**config.mk**
```make
export PLATFORM = sky130hd
export DESIGN_NAME = bsfx_exec
export DESIGN_NICKNAME = d
export VERILOG_FILES = /design/src/hdl/bsfx_pkg.sv /design/src/hdl/bsfx_exec.sv /design/src/hdl/bsfx_shift.sv
export VERILOG_INCLUDE_DIRS = /design/src /design/src/hdl
export SDC_FILE = /design/constraint.sdc
export NUM_CORES = 1
export LEC_CHECK = 0
export BUFFER_PORTS_ARGS = -buffer_cell sky130_fd_sc_hd__buf_2
export CAP_MARGIN = 40
export CORE_MARGIN = 1.5
export CORE_UTILIZATION = 24
export DETAILED_ROUTE_END_ITERATION = 16
export PLACE_DENSITY = 0.45
export SYNTH_ARGS = -nofsm -noshare
export SYNTH_HDL_FRONTEND = slang
export SYNTH_HIERARCHICAL = 1
export SYNTH_SLANG_ARGS = --single-unit
```
**constraint.sdc**
```tcl
create_clock -name clk_sys -period 2.65 [get_ports clk_sys]
set_clock_uncertainty 0.05 [all_clocks]
set_input_delay 0.265 -clock clk_sys [delete_from_list [all_inputs] [get_ports clk_sys]]
set_output_delay 0.265 -clock clk_sys [all_outputs]
set_load 0.01 [all_outputs]
```
**src/hdl/bsfx_defs.svh**
```systemverilog
// Constants of the bit, shift and flag execution unit.
// Assumes inclusion by bare name from the design modules.
`ifndef BSFX_DEFS_SVH
`define BSFX_DEFS_SVH
`define BSFX_FLAG_C       3'd0
`define BSFX_FLAG_Z       3'd1
`define BSFX_FLAG_N       3'd2
`define BSFX_FLAG_V       3'd3
`define BSFX_FLAG_S       3'd4
`define BSFX_FLAG_H       3'd5
`define BSFX_FLAG_T       3'd6
`define BSFX_FLAG_I       3'd7
`define BSFX_STATUS_FLAGS_REG_RST     8'h00
`define BSFX_LOW_IO_LIM   8'h40
`define BSFX_NVM_MIN_WAIT 2'h1
`endif

```
**src/hdl/bsfx_pkg.sv**
```systemverilog
// Types of the bit, shift and flag execution unit.
// Assumes the constants header is on the include path.
package bsfx_pkg;
    typedef enum logic [4:0] {
        BSFX_OP_NONE = 5'h00, BSFX_OP_LSL = 5'h01, BSFX_OP_LSR = 5'h02,
        BSFX_OP_ROL  = 5'h03, BSFX_OP_ROR = 5'h04, BSFX_OP_ASR = 5'h05,
        BSFX_OP_SWAP = 5'h06, BSFX_OP_IOSET = 5'h07, BSFX_OP_IOCLR = 5'h08,
        BSFX_OP_BST  = 5'h09, BSFX_OP_BLD = 5'h0a, BSFX_OP_FSET = 5'h0b,
        BSFX_OP_FCLR = 5'h0c, BSFX_OP_BRK = 5'h0d, BSFX_OP_SLP = 5'h0e,
        BSFX_OP_WDR  = 5'h0f, BSFX_OP_NOP = 5'h10, BSFX_OP_STORE = 5'h11,
        BSFX_OP_LOAD = 5'h12
    } bsfx_op_t;

    typedef struct packed {
        bsfx_op_t   op;
        logic [7:0] rd;
        logic [2:0] bit_sel;
        logic [7:0] io_addr;
        logic [7:0] io_rdata;
        logic [7:0] mem_addr;
        logic       mem_nvm;
        logic [1:0] base_cycles;
    } bsfx_req_t;

    typedef struct packed {
        logic [7:0] result;
        logic       result_we;
        logic [7:0] io_wdata;
        logic       io_we;
        logic [7:0] status_flags_reg;
        logic       done;
        logic       debug_break;
        logic       sleep_req;
        logic       wdog_restart;
    } bsfx_out_t;

    typedef enum logic [3:0] {
        BSFX_ST_IDLE = 4'b0001, BSFX_ST_BASE = 4'b0010,
        BSFX_ST_NVM = 4'b0100, BSFX_ST_DONE = 4'b1000
    } bsfx_state_t;
endpackage : bsfx_pkg

```
**src/hdl/bsfx_exec.sv**
```systemverilog
// Top of the bit, shift and flag execution unit.
// Assumes one request pulse at a time and waits for done before the next.
`timescale 1ns/1ps
`default_nettype none
`include "bsfx_defs.svh"
module bsfx_exec (
    input  wire logic              clk_sys,     // Core clock, 40 MHz
    input  wire logic              rst_n,       // Synchronous reset, low
    input  wire logic              req_valid,   // One-cycle request pulse
    input  wire bsfx_pkg::bsfx_req_t req,       // Decoded instruction
    input  wire logic              nvm_busy,    // Memory controller still busy
    output var bsfx_pkg::bsfx_out_t out,        // Registered results
    output logic                   busy         // Instruction in progress
);
    import bsfx_pkg::*;

    typedef struct packed {
        bsfx_state_t state;
        bsfx_req_t   req;
        logic [1:0]  cnt;
        bsfx_out_t   out;
        logic        busy;
    } bsfx_st_t;

    bsfx_st_t   st_r;
    bsfx_st_t   st_nxt;
    logic [7:0] sh_res;
    logic [7:0] sh_status_flags_reg;
    logic [2:0] flag_sel;

    bsfx_shift u_shift (
        .op       (req.op),
        .rd       (req.rd),
        .status_flags_reg_in  (st_r.out.status_flags_reg),
        .res      (sh_res),
        .status_flags_reg_out (sh_status_flags_reg)
    );

    assign flag_sel = req.bit_sel;

    always_comb begin
        st_nxt = st_r;
        st_nxt.out.done = 1'b0;
        st_nxt.out.result_we = 1'b0;
        st_nxt.out.io_we = 1'b0;
        st_nxt.out.debug_break = 1'b0;
        st_nxt.out.sleep_req = 1'b0;
        st_nxt.out.wdog_restart = 1'b0;
        case (st_r.state)
            BSFX_ST_IDLE: begin
                if (req_valid) begin
                    st_nxt.req = req;
                    case (req.op)
                        BSFX_OP_LSL, BSFX_OP_LSR, BSFX_OP_ROL, BSFX_OP_ROR,
                        BSFX_OP_ASR, BSFX_OP_SWAP: begin
                            st_nxt.out.result = sh_res;
                            st_nxt.out.result_we = 1'b1;
                            st_nxt.out.status_flags_reg = sh_status_flags_reg;
                            st_nxt.out.done = 1'b1;
                        end
                        BSFX_OP_IOSET, BSFX_OP_IOCLR: begin
                            st_nxt.out.io_wdata = req.io_rdata;
                            st_nxt.out.io_wdata[req.bit_sel] =
                                (req.op == BSFX_OP_IOSET);
                            st_nxt.state = BSFX_ST_DONE;
                            st_nxt.busy = 1'b1;
                        end
                        BSFX_OP_BST: begin
                            st_nxt.out.status_flags_reg[`BSFX_FLAG_T] = req.rd[req.bit_sel];
                            st_nxt.out.done = 1'b1;
                        end
                        BSFX_OP_BLD: begin
                            st_nxt.out.result = req.rd;
                            st_nxt.out.result[req.bit_sel] =
                                st_r.out.status_flags_reg[`BSFX_FLAG_T];
                            st_nxt.out.result_we = 1'b1;
                            st_nxt.out.done = 1'b1;
                        end
                        BSFX_OP_FSET, BSFX_OP_FCLR: begin
                            st_nxt.out.status_flags_reg[flag_sel] = (req.op == BSFX_OP_FSET);
                            st_nxt.out.done = 1'b1;
                        end
                        BSFX_OP_BRK: begin
                            st_nxt.out.debug_break = 1'b1;
                            st_nxt.out.done = 1'b1;
                        end
                        BSFX_OP_SLP: begin
                            st_nxt.out.sleep_req = 1'b1;
                            st_nxt.out.done = 1'b1;
                        end
                        BSFX_OP_WDR: begin
                            st_nxt.out.wdog_restart = 1'b1;
                            st_nxt.out.done = 1'b1;
                        end
                        BSFX_OP_STORE, BSFX_OP_LOAD: begin
                            st_nxt.cnt = req.base_cycles;
                            if (req.op == BSFX_OP_STORE &&
                                req.mem_addr < `BSFX_LOW_IO_LIM) begin
                                st_nxt.cnt = req.base_cycles + 2'h1;
                            end
                            st_nxt.state = BSFX_ST_BASE;
                            st_nxt.busy = 1'b1;
                        end
                        default: st_nxt.out.done = 1'b1;
                    endcase
                end
            end
            BSFX_ST_BASE: begin
                if (st_r.cnt > 2'h1) begin
                    st_nxt.cnt = st_r.cnt - 2'h1;
                end else if (st_r.req.mem_nvm) begin
                    st_nxt.cnt = `BSFX_NVM_MIN_WAIT;
                    st_nxt.state = BSFX_ST_NVM;
                end else begin
                    st_nxt.out.done = 1'b1;
                    st_nxt.busy = 1'b0;
                    st_nxt.state = BSFX_ST_IDLE;
                end
            end
            BSFX_ST_NVM: begin
                // Minimum extra wait is counted down here, then held on busy
                if (st_r.cnt > 2'h1) begin
                    st_nxt.cnt = st_r.cnt - 2'h1;
                end else if (!nvm_busy) begin
                    st_nxt.out.done = 1'b1;
                    st_nxt.busy = 1'b0;
                    st_nxt.state = BSFX_ST_IDLE;
                end
            end
            BSFX_ST_DONE: begin
                st_nxt.out.io_we = 1'b1;
                st_nxt.out.done = 1'b1;
                st_nxt.busy = 1'b0;
                st_nxt.state = BSFX_ST_IDLE;
            end
            default: st_nxt.state = BSFX_ST_IDLE;
        endcase
    end

    always_ff @(posedge clk_sys) begin
        if (!rst_n) begin
            st_r <= '0;
            st_r.state <= BSFX_ST_IDLE;
            st_r.out.status_flags_reg <= `BSFX_STATUS_FLAGS_REG_RST;
        end else begin
            st_r <= st_nxt;
        end
    end

    assign out = st_r.out;
    assign busy = st_r.busy;
endmodule : bsfx_exec
`default_nettype wire

```
**src/hdl/bsfx_shift.sv**
```systemverilog
// Combinational shift, rotate and nibble-swap unit with flag results.
// Assumes the caller writes the returned flags back as the whole status byte.
`timescale 1ns/1ps
`default_nettype none
`include "bsfx_defs.svh"
module bsfx_shift (
    input  wire bsfx_pkg::bsfx_op_t op,        // Shift selection
    input  wire logic [7:0]        rd,        // Operand
    input  wire logic [7:0]        status_flags_reg_in,   // Current flags
    output logic [7:0]             res,       // Shifted result
    output logic [7:0]             status_flags_reg_out   // Updated flags
);
    import bsfx_pkg::*;
    logic c_new;
    logic n_new;
    always_comb begin
        res = rd;
        c_new = status_flags_reg_in[`BSFX_FLAG_C];
        case (op)
            BSFX_OP_LSL: begin
                res = {rd[6:0], 1'b0};
                c_new = rd[7];
            end
            BSFX_OP_LSR: begin
                res = {1'b0, rd[7:1]};
                c_new = rd[0];
            end
            BSFX_OP_ROL: begin
                res = {rd[6:0], status_flags_reg_in[`BSFX_FLAG_C]};
                c_new = rd[7];
            end
            BSFX_OP_ROR: begin
                res = {status_flags_reg_in[`BSFX_FLAG_C], rd[7:1]};
                c_new = rd[0];
            end
            BSFX_OP_ASR: begin
                res = {rd[7], rd[7:1]};
                c_new = rd[0];
            end
            BSFX_OP_SWAP: res = {rd[3:0], rd[7:4]};
            default: res = rd;
        endcase
        n_new = res[7];
        status_flags_reg_out = status_flags_reg_in;
        if (op != BSFX_OP_SWAP) begin
            status_flags_reg_out[`BSFX_FLAG_C] = c_new;
            status_flags_reg_out[`BSFX_FLAG_Z] = (res == 8'h00);
            status_flags_reg_out[`BSFX_FLAG_N] = n_new;
            status_flags_reg_out[`BSFX_FLAG_V] = n_new ^ c_new;
            status_flags_reg_out[`BSFX_FLAG_S] = c_new;
            if (op == BSFX_OP_LSL || op == BSFX_OP_ROL) begin
                status_flags_reg_out[`BSFX_FLAG_H] = rd[3];
            end
        end
    end
endmodule : bsfx_shift
`default_nettype wire

```
# [After elaboration in Yosys (flattened, before gate mapping)]
# Index checks and enable logic that the tools add are counted.
[word_totals] register_bits=80 inputBits=47 wordCells=136
[classes] n_addsub=2 magnitude_cmp=4 eq_ne=34 muxes=45 n_bitwise=1 n_reduce_logical=27
[ops] op="$mux 66" count=1
[ops] op="$pmux 8 s6" count=1
[ops] op="$eq 5x4->1 const B" count=8
[ops] op="$bwmux 8" count=3
[ops] op="$eq 5x3->1 const B" count=4
[ops] op="$pmux 9 s2" count=1
[ops] op="$mux 1" count=17
[ops] op="$reduce_and 3->1" count=5
[ops] op="$reduce_and 5->1" count=3
[ops] op="$ne 2x2->1 const B" count=7
[ops] op="$mux 4" count=3
[ops] op="$pmux 4 s3" count=1
[ops] op="$pmux 6 s2" count=1
[ops] op="$eq 5x2->1 const B" count=2
[ops] op="$eq 5x5->1 const B" count=2
[ops] op="$mux 2" count=5
[ops] op="$logic_not 8->1" count=1
[ops] op="$lt 8x7->1 const B" count=1
[ops] op="$mux 8" count=1
[ops] op="$pmux 1 s4" count=2
[ops] op="$pmux 4 s2" count=1
[ops] op="$reduce_or 2->1" count=4
[ops] op="$reduce_and 7->1" count=1
[ops] op="$mux 6" count=1
[ops] op="31 further kinds" count=37

# [Longest topological paths before layout]
# Gate-level depths: netlist of the first run.
[depth] depth_word=8 ltp_mapped=9

# [By module]
# Netlist of the first run, hierarchy kept.
[by_module_without_submodules] mod="bsfx_exec" n_inst=1 cells_per_inst=315 area_per_inst_um2=2616.3 seq_area_each_um2=760.7
[by_module_without_submodules] mod="bsfx_shift" n_inst=1 cells_per_inst=90 area_per_inst_um2=605.6 seq_area_each_um2=0.0

# [Least setup slack after synthesis of the first run]
# No wires, ideal clock.
[synth_path] path_kind="input port to flip-flop" from="in req[40] (netlist name)" to="reg, netlist name out[5]" setup_ns=0.087 t_arrival_ns=1.982 path_slack_ns=0.531 cell_stages=8 path_buffers=1 cell_sequence="buf_6 nor2b_1 o21a_4 a221o_1 or4_1 o21ai_1 a22oi_1 o31ai_1"
[synth_between] elab_chain_len=5
[synth_rtl] element="from (decl)" line_no="bsfx_exec.sv:10" source="input wire bsfx_pkg::bsfx_req_t req,"
[synth_rtl] element="$eq 5x3->1 (tied with other cells)" line_no="bsfx_shift.sv:19" source="case (op)"
[synth_rtl] element="$pmux 8 s6 *" line_no="bsfx_shift.sv:19"
[synth_rtl] element="net sh_res[0]" line_no="bsfx_exec.sv:27" source="logic [7:0] sh_res;"
[synth_rtl] element="$logic_not 8->1 *" line_no="bsfx_shift.sv:47" source="status_flags_reg_out[`BSFX_FLAG_Z] = (res == 8'h00);"
[synth_rtl] element="$mux 6 *" line_no="bsfx_shift.sv:45" source="if (op != BSFX_OP_SWAP) begin"
[synth_rtl] element="net sh_status_flags_reg[1]" line_no="bsfx_exec.sv:28" source="logic [7:0] sh_status_flags_reg;"
[synth_rtl] element="$pmux 6 s2 *" line_no="bsfx_exec.sv:53" source="case (req.op)"
# Mark *: on every way through the listed nets, which the timed path passes. The rest lies on a longest branch. The select of a mux whose other input is x is not followed.
# A chain may end at the register's enable or synchronous reset.

# [Final worst setup path of the first run]
[layout_path] from="reg st_r[76] (netlist name)" to="reg, netlist name out[4]"
[layout_between] elab_chain_len=2
[layout_rtl] element="from (decl)" line_no="bsfx_exec.sv:25" source="bsfx_st_t st_r;"
[layout_rtl] element="from (signal assigned)" line_no="bsfx_exec.sv:146" source="st_r <= st_nxt;"
[layout_rtl] element="$eq 4x1->1" line_no="bsfx_exec.sv:49" source="case (st_r.state)"
[layout_rtl] element="$reduce_and 4->1 (no source line)"
# No other way between the ends.

==> impl_metrics.yaml, run 1 <==
place:
  portBuffers: 63
  gp_congestion: 0.883
  dp_hpwl_microns: 7250
critical_path:
  reg2reg_from: "st_r[76]$_SDFFE_PN1P_"
  critPathMaxFanout: 13
  cp.arrival_ns: 2.29
  startpoint: "st_r[76]$_SDFFE_PN1P_"
  worstSetupPathType: "register to register"
  worstRegToRegCells: 6
  worstPathRequired_ns: 2.74
  end_kind: "register"
  r2r_slack_ns: 0.45
  cp-start-kind: "register"
  reg2reg_to: "out[4]$_SDFFE_PN0P_"
synth:
  yosysTopAreaCell: "dfxtp_1"
  ys.flop_type: "dfxtp_1"
  avgSynthCellArea_sq_um: 7.96
  synth_edf_count: 0
  yosys_register_bits: 38
  synth_area_sq_mm: 0.00322
  syn_inst: 405
  ys_warn_count: 6
  synth.distinct_cells: 73
  synth_area_leaders: "dfxtp_1 (24%), buf_4 (7.7%), mux2i_1 (6.2%)"
  async_flop_share_pct: 0
  synth_nets: 455
  yosysTopAreaCellShare_pct: 23.6
  yosysSeqAreaShare_pct: 23.6
detailed_routing:
  ant_nets: 0
  wl_per_cell_microns: 16.0
  routed_wl_microns: 9760
  firstDrtPassIters: 6
  top_layer_used: "met4"
  met2_wirelength_microns: 4260
  wl_met3_microns: 450
  drtIter0Drc: 194
  drc: 0
  wl_met1_microns: 4960
  num_vias: 3055
  vias_per_cell: 5.02
finish:
  multi_input_area_sq_mm: 0.00201
  final_util_pct: 27.4
  seqCellArea_sq_um: 761
  diodes: 0
  nFillCells: 1487
  final_cell_mix: "buf_2 (63), nor2_1 (38), dfxtp_1 (38), nand2_1 (32)"
  layout-drive-gt1-share_pct: 26.4
  syn2layout_area_growth_pct: 12.2
  nNetsFinal: 482
  final_common_cell: "buf_2"
min_path:
  min-delay-start: "req[2]"
  hold_end: "st_r[35]$_SDFFE_PN0P_"
  hold_class: "input port to register"
  holdPathStages: 3
floorplanning:
  die_h_microns: 119
  fp.dieW_microns: 119
  coreArea_sq_mm: 0.0132
  num_rows: 42
  ios: 78
  start_util_pct: 24.4
  dieArea_sq_mm: 0.0141
timing:
  min_period_ns: 2.20
  setup-tns-final_ns: 0
  final-setup-viol-count: 0
  clock.fmax_ghz: 0.454
  rsz0062_at_grt: "false"
  timing.final.crit_share_pct: 83.0
  max_slew_margin_pct: 62.4
  hold_viol: 0
  final_max_slew_viol_count: 0
  tightest_slew_ns: 0.556
clock_tree:
  cts_setup_buffers: 0
  cts_root_buf: "clkbuf_16"
  h-tree-depth: 2
  clock_latency_ns: 0.28
  path_clk_slew_ns: 0.06
  cts_buffers: 5
  clkSinkCount: 38
  ctsResizeCount: 0
  cts_tree: "built"
  ctsHoldBuffers: 0
  clk_path_buf_depth: 2
job:
  cap_violations: 0
run_status:
  status: "finished, final reports clean"
global_route:
  grt_max_degree: 29
  grt.overflow.total: 0
  antenna_found_initial: 0
  grt_first_pass_wirelength_microns: 15900
  grt_pass1_vias: 2841
  grtUsageTotal_pct: 14.0
power_and_ir_drop:
  ir_worst_vdd_mv: 0.234
  power_mw: 1.62
  power_density_mw_per_mm2: 448
  power_leakage_nw: 1.44
## per-layer routing
layer / vias to the layer above / global-route usage (%)
met5: - / 0
met4: 0 / 3.54
met3: 4 / 3.02
met2: 89 / 21.3
met1: 1439 / 19.9
li1: 1523 / -
## where the power goes
part | switching, mW | leakage, nW | internal [mW]
clock | 0.223 | 0.0694 | 0.339
combinational | 0.241 | 1.06 | 0.171
sequential | 0.0383 | 0.308 | 0.605
## critical path, cell delays in order, from the launching register on
cell,delay [ns]
dfxtp_1,0.55
nor4b_2,0.35
and2_1,0.40
o21ai_1,0.20
buf_4,0.23
o211ai_1,0.18
o31ai_1,0.09
## stage by stage
step | hold WS [ns] | setup WS [ns] | cell area, sq um | instances
after floorplan | 0.362 | 0.531 | 3220 | 405
after global placement | 0.412 | 0.267 | 3470 | 600
after detailed placement | 0.417 | 0.229 | 3480 | 601
after CTS | 0.185 | 0.441 | 3610 | 608
after global routing | 0.208 | 0.257 | 3610 | 608
final | 0.191 | 0.449 | 3610 | 608
## cells by family (layout without fill, tap and decap cells)
kind of cell / count (synthesis) / after routing / share of synthesized area (%)
buffers and inverters: 71 / 98 / 14.0
multiplexers: 24 / 24 / 7.61
flip-flops: 38 / 38 / 23.6
AO/OA/AOI/OAI: 114 / 114 / 26.3
AND/OR/NAND/NOR: 149 / 149 / 25.7
adder cells (fa/ha/maj): 3 / 3 / 1.17
XOR/XNOR: 6 / 6 / 1.63
## area by class of cell
| cell class | count | area share (%) |
|---|---|---|
| Clock buffer | 5 | 3.46 |
| Multi-Input combinational cell | 296 | 55.6 |
| Timing Repair Buffer | 81 | 12.5 |
| Sequential cell | 38 | 21.0 |
| Inverter | 10 | 1.04 |
| Clock inverter | 2 | 0.277 |
| Tap cell | 176 | 6.09 |
## cell usage after synthesis (3+ instances only)
cell type	n
nor4_1	4
nand2_1	32
nor3_1	8
nor4b_2	3
a21oi_1	20
mux2i_1	20
buf_4	33
nor3b_1	11
nand3b_1	4
nor2_1	38
mux2_2	4
a211oi_1	15
or2_2	3
nand3_1	8
a32oi_1	3
inv_1	8
ha_1	3
a22oi_1	11
o2111ai_1	4
o31ai_1	5
o21ai_1	3
o21a_1	3
o32ai_1	4
clkbuf_1	10
dfxtp_1	38
nor2_2	3
and2_1	4
nor2b_1	5
o211ai_1	8
o21ai_0	12
buf_2	11
xnor2_1	3
xor2_1	3
nand2b_1	5
buf_6	5
## state kept, by name, indices dropped and copies added (netlist names)
name  cells
st_r      7
busy      1
out      30
## worst max-delay path by stage
stage	cells past startpoint	slack, ns	to
6_report	6	0.45	out[4]$_SDFFE_PN0P_
5_1_grt	6	0.26	out[5]$_SDFFE_PN0P_
4_1_cts	6	0.44	out[8]$_SDFFE_PN0P_
3_5_place_dp	8	0.23	out[5]$_SDFFE_PN0P_
3_3_place_gp	8	0.27	out[5]$_SDFFE_PN0P_
2_1_floorplan	8	0.53	out[5]$_SDFFE_PN0P_
Power figures use the tool's default switching activity.
==> run 2: changes to the inputs <==
==> constraint.sdc (replaced) <==
create_clock -name clk_sys -period 2.08 [get_ports clk_sys]
set_clock_uncertainty 0.05 [all_clocks]
set_input_delay 0.208 -clock clk_sys [delete_from_list [all_inputs] [get_ports clk_sys]]
set_output_delay 0.208 -clock clk_sys [all_outputs]
set_load 0.01 [all_outputs]
==> run 2 against run 1 <==
  * Critical path depth up 1
  * Combinational power is 47% higher
  * Worst setup slack worse by 0.32 ns
  * Core utilization increased by 2.8 points
  * Die area unchanged
  * First-iteration DRC count increased by 12%
  * Sequential power increased by 25%
  * Maximum frequency increased by 13%
  * Flip-flop and latch count did not move
  * Register-to-register slack got worse by 0.32 ns
  * Cell area up 10%
==> impl_metrics.yaml, run 2 (synthesized netlist as in run 1, its figures left out) <==
critical_path:
  critPathMaxFanout: 3
  cp-start-kind: "register"
  worstSetupPathType: "register to register"
  worstPathRequired_ns: 2.23
  cp.arrival_ns: 2.10
  end_kind: "register"
finish:
  final_util_pct: 30.2
  final_cell_mix: "buf_2 (63), buf_4 (51), nor2_1 (38), dfxtp_1 (38), nand2_1 (32)"
  nFillCells: 1435
  nNetsFinal: 519
  syn2layout_area_growth_pct: 23.5
  largest_register_ffs: 30
  layout-drive-gt1-share_pct: 32.3
  final_common_cell: "buf_2"
  diodes: 0
  regMostFlops: "out"
timing:
  setup-tns-final_ns: 0
  final_max_slew_viol_count: 0
  timing.final.crit_share_pct: 93.6
  final-setup-viol-count: 0
  hold_ws_ns: 0.129
  hold_viol: 0
  tightest_slew_ns: 0.567
  clock.fmax_ghz: 0.514
  max_slew_margin_pct: 62.2
  rsz0062_at_grt: "false"
  min_period_ns: 1.95
power_and_ir_drop:
  ir_worst_vdd_mv: 0.308
  power_density_mw_per_mm2: 578
  power_leakage_nw: 1.64
floorplanning:
  die_h_microns: 119
  fp.dieW_microns: 119
  num_rows: 42
  dieArea_sq_mm: 0.0141
  start_util_pct: 24.4
  ios: 78
  coreArea_sq_mm: 0.0132
detailed_routing:
  drtIter0Drc: 217
  wl_per_cell_microns: 15.3
  num_vias: 3167
  ant_nets: 0
  vias_per_cell: 4.90
  firstDrtPassIters: 7
  routed_wl_microns: 9900
  drc: 0
clock_tree:
  cts_tree: "built"
  cts_setup_buffers: 0
  clk_path_buf_depth: 2
  clkSinkCount: 38
  cts_buffers: 5
  path_clk_slew_ns: 0.07
  cts_root_buf: "clkbuf_16"
  h-tree-depth: 2
  ctsHoldBuffers: 0
  clock_latency_ns: 0.29
global_route:
  grtUsageTotal_pct: 14.3
  grt.overflow.total: 0
  grt_pass1_vias: 3141
  grt_max_degree: 29
  grt_first_pass_wirelength_microns: 16400
  antenna_found_initial: 0
place:
  gp_congestion: 0.837
  portBuffers: 63
  dp_hpwl_microns: 7600
min_path:
  hold_class: "input port to register"
job:
  cap_violations: 0
run_status:
  status: "finished, final reports clean"
-- run 2: worst paths after layout --
check	startpoint	endpoint	slack, ns	depth (start not counted)
hold reg to reg	busy$_SDFFE_PN0P_	busy$_SDFFE_PN0P_	0.43	1
hold / removal	req[2]	st_r[35]$_SDFFE_PN0P_	0.13	3
setup reg to reg	out[4]$_SDFFE_PN0P_	out[5]$_SDFFE_PN0P_	0.13	7
setup / recovery	out[4]$_SDFFE_PN0P_	out[5]$_SDFFE_PN0P_	0.13	7
-- run 2: repair_timing --
action | in CTS | in global routing
setup endpoints to repair | 0 | 1
endpoints found under the hold margin | 0 | 0
resized for setup | 0 | 1
-- run 2: power breakdown --
group	total, mW	leakage (nW)	switching [mW]	internal [mW]
Combinational	0.606	1.26	0.332	0.274
Sequential	0.802	0.308	0.0323	0.770
Clock	0.892	0.0760	0.327	0.566
-- run 2: layer usage --
metal  GRT usage, %  vias to the layer above  wire length [microns]
li1               -                     1601                      -
met1           19.6                     1468                   4920
met2           23.1                       88                   4340
met3           3.07                       10                    502
met4           3.31                        0                    132
met5              0                        -                      0
-- run 2: per-stage QoR --
stage | worst slack, ns | cells | total power [mW] | instance area (sq um)
detailed placement | -0.144 | 638 | 1.42 | 3810
CTS | 0.135 | 646 | 2.33 | 3980
global placement | -0.131 | 638 | 1.42 | 3810
global route | 0.0210 | 646 | 2.44 | 3980
floorplan | 0.0184 | 405 | 1.21 | 3220
finish | 0.134 | 646 | 2.30 | 3980
-- run 2: cell type report --
type / count / area, sq um / share of cell area, %
Clock inverter: 3 / 45.0 / 1.13
Sequential cell: 38 / 761 / 19.1
Timing Repair Buffer: 118 / 778 / 19.6
Clock buffer: 5 / 125 / 3.15
Inverter: 10 / 37.5 / 0.944
Multi-Input combinational cell: 296 / 2010 / 50.6
Tap cell: 176 / 220 / 5.54
-- run 2: critical path, stage by stage, from the launching register on --
cell     delay (ns)
dfxtp_1        0.32
nand2_1        0.10
o32ai_1        0.09
a221o_1        0.31
or4_1          0.53
o21ai_1        0.16
a22oi_1        0.10
o31ai_1        0.19
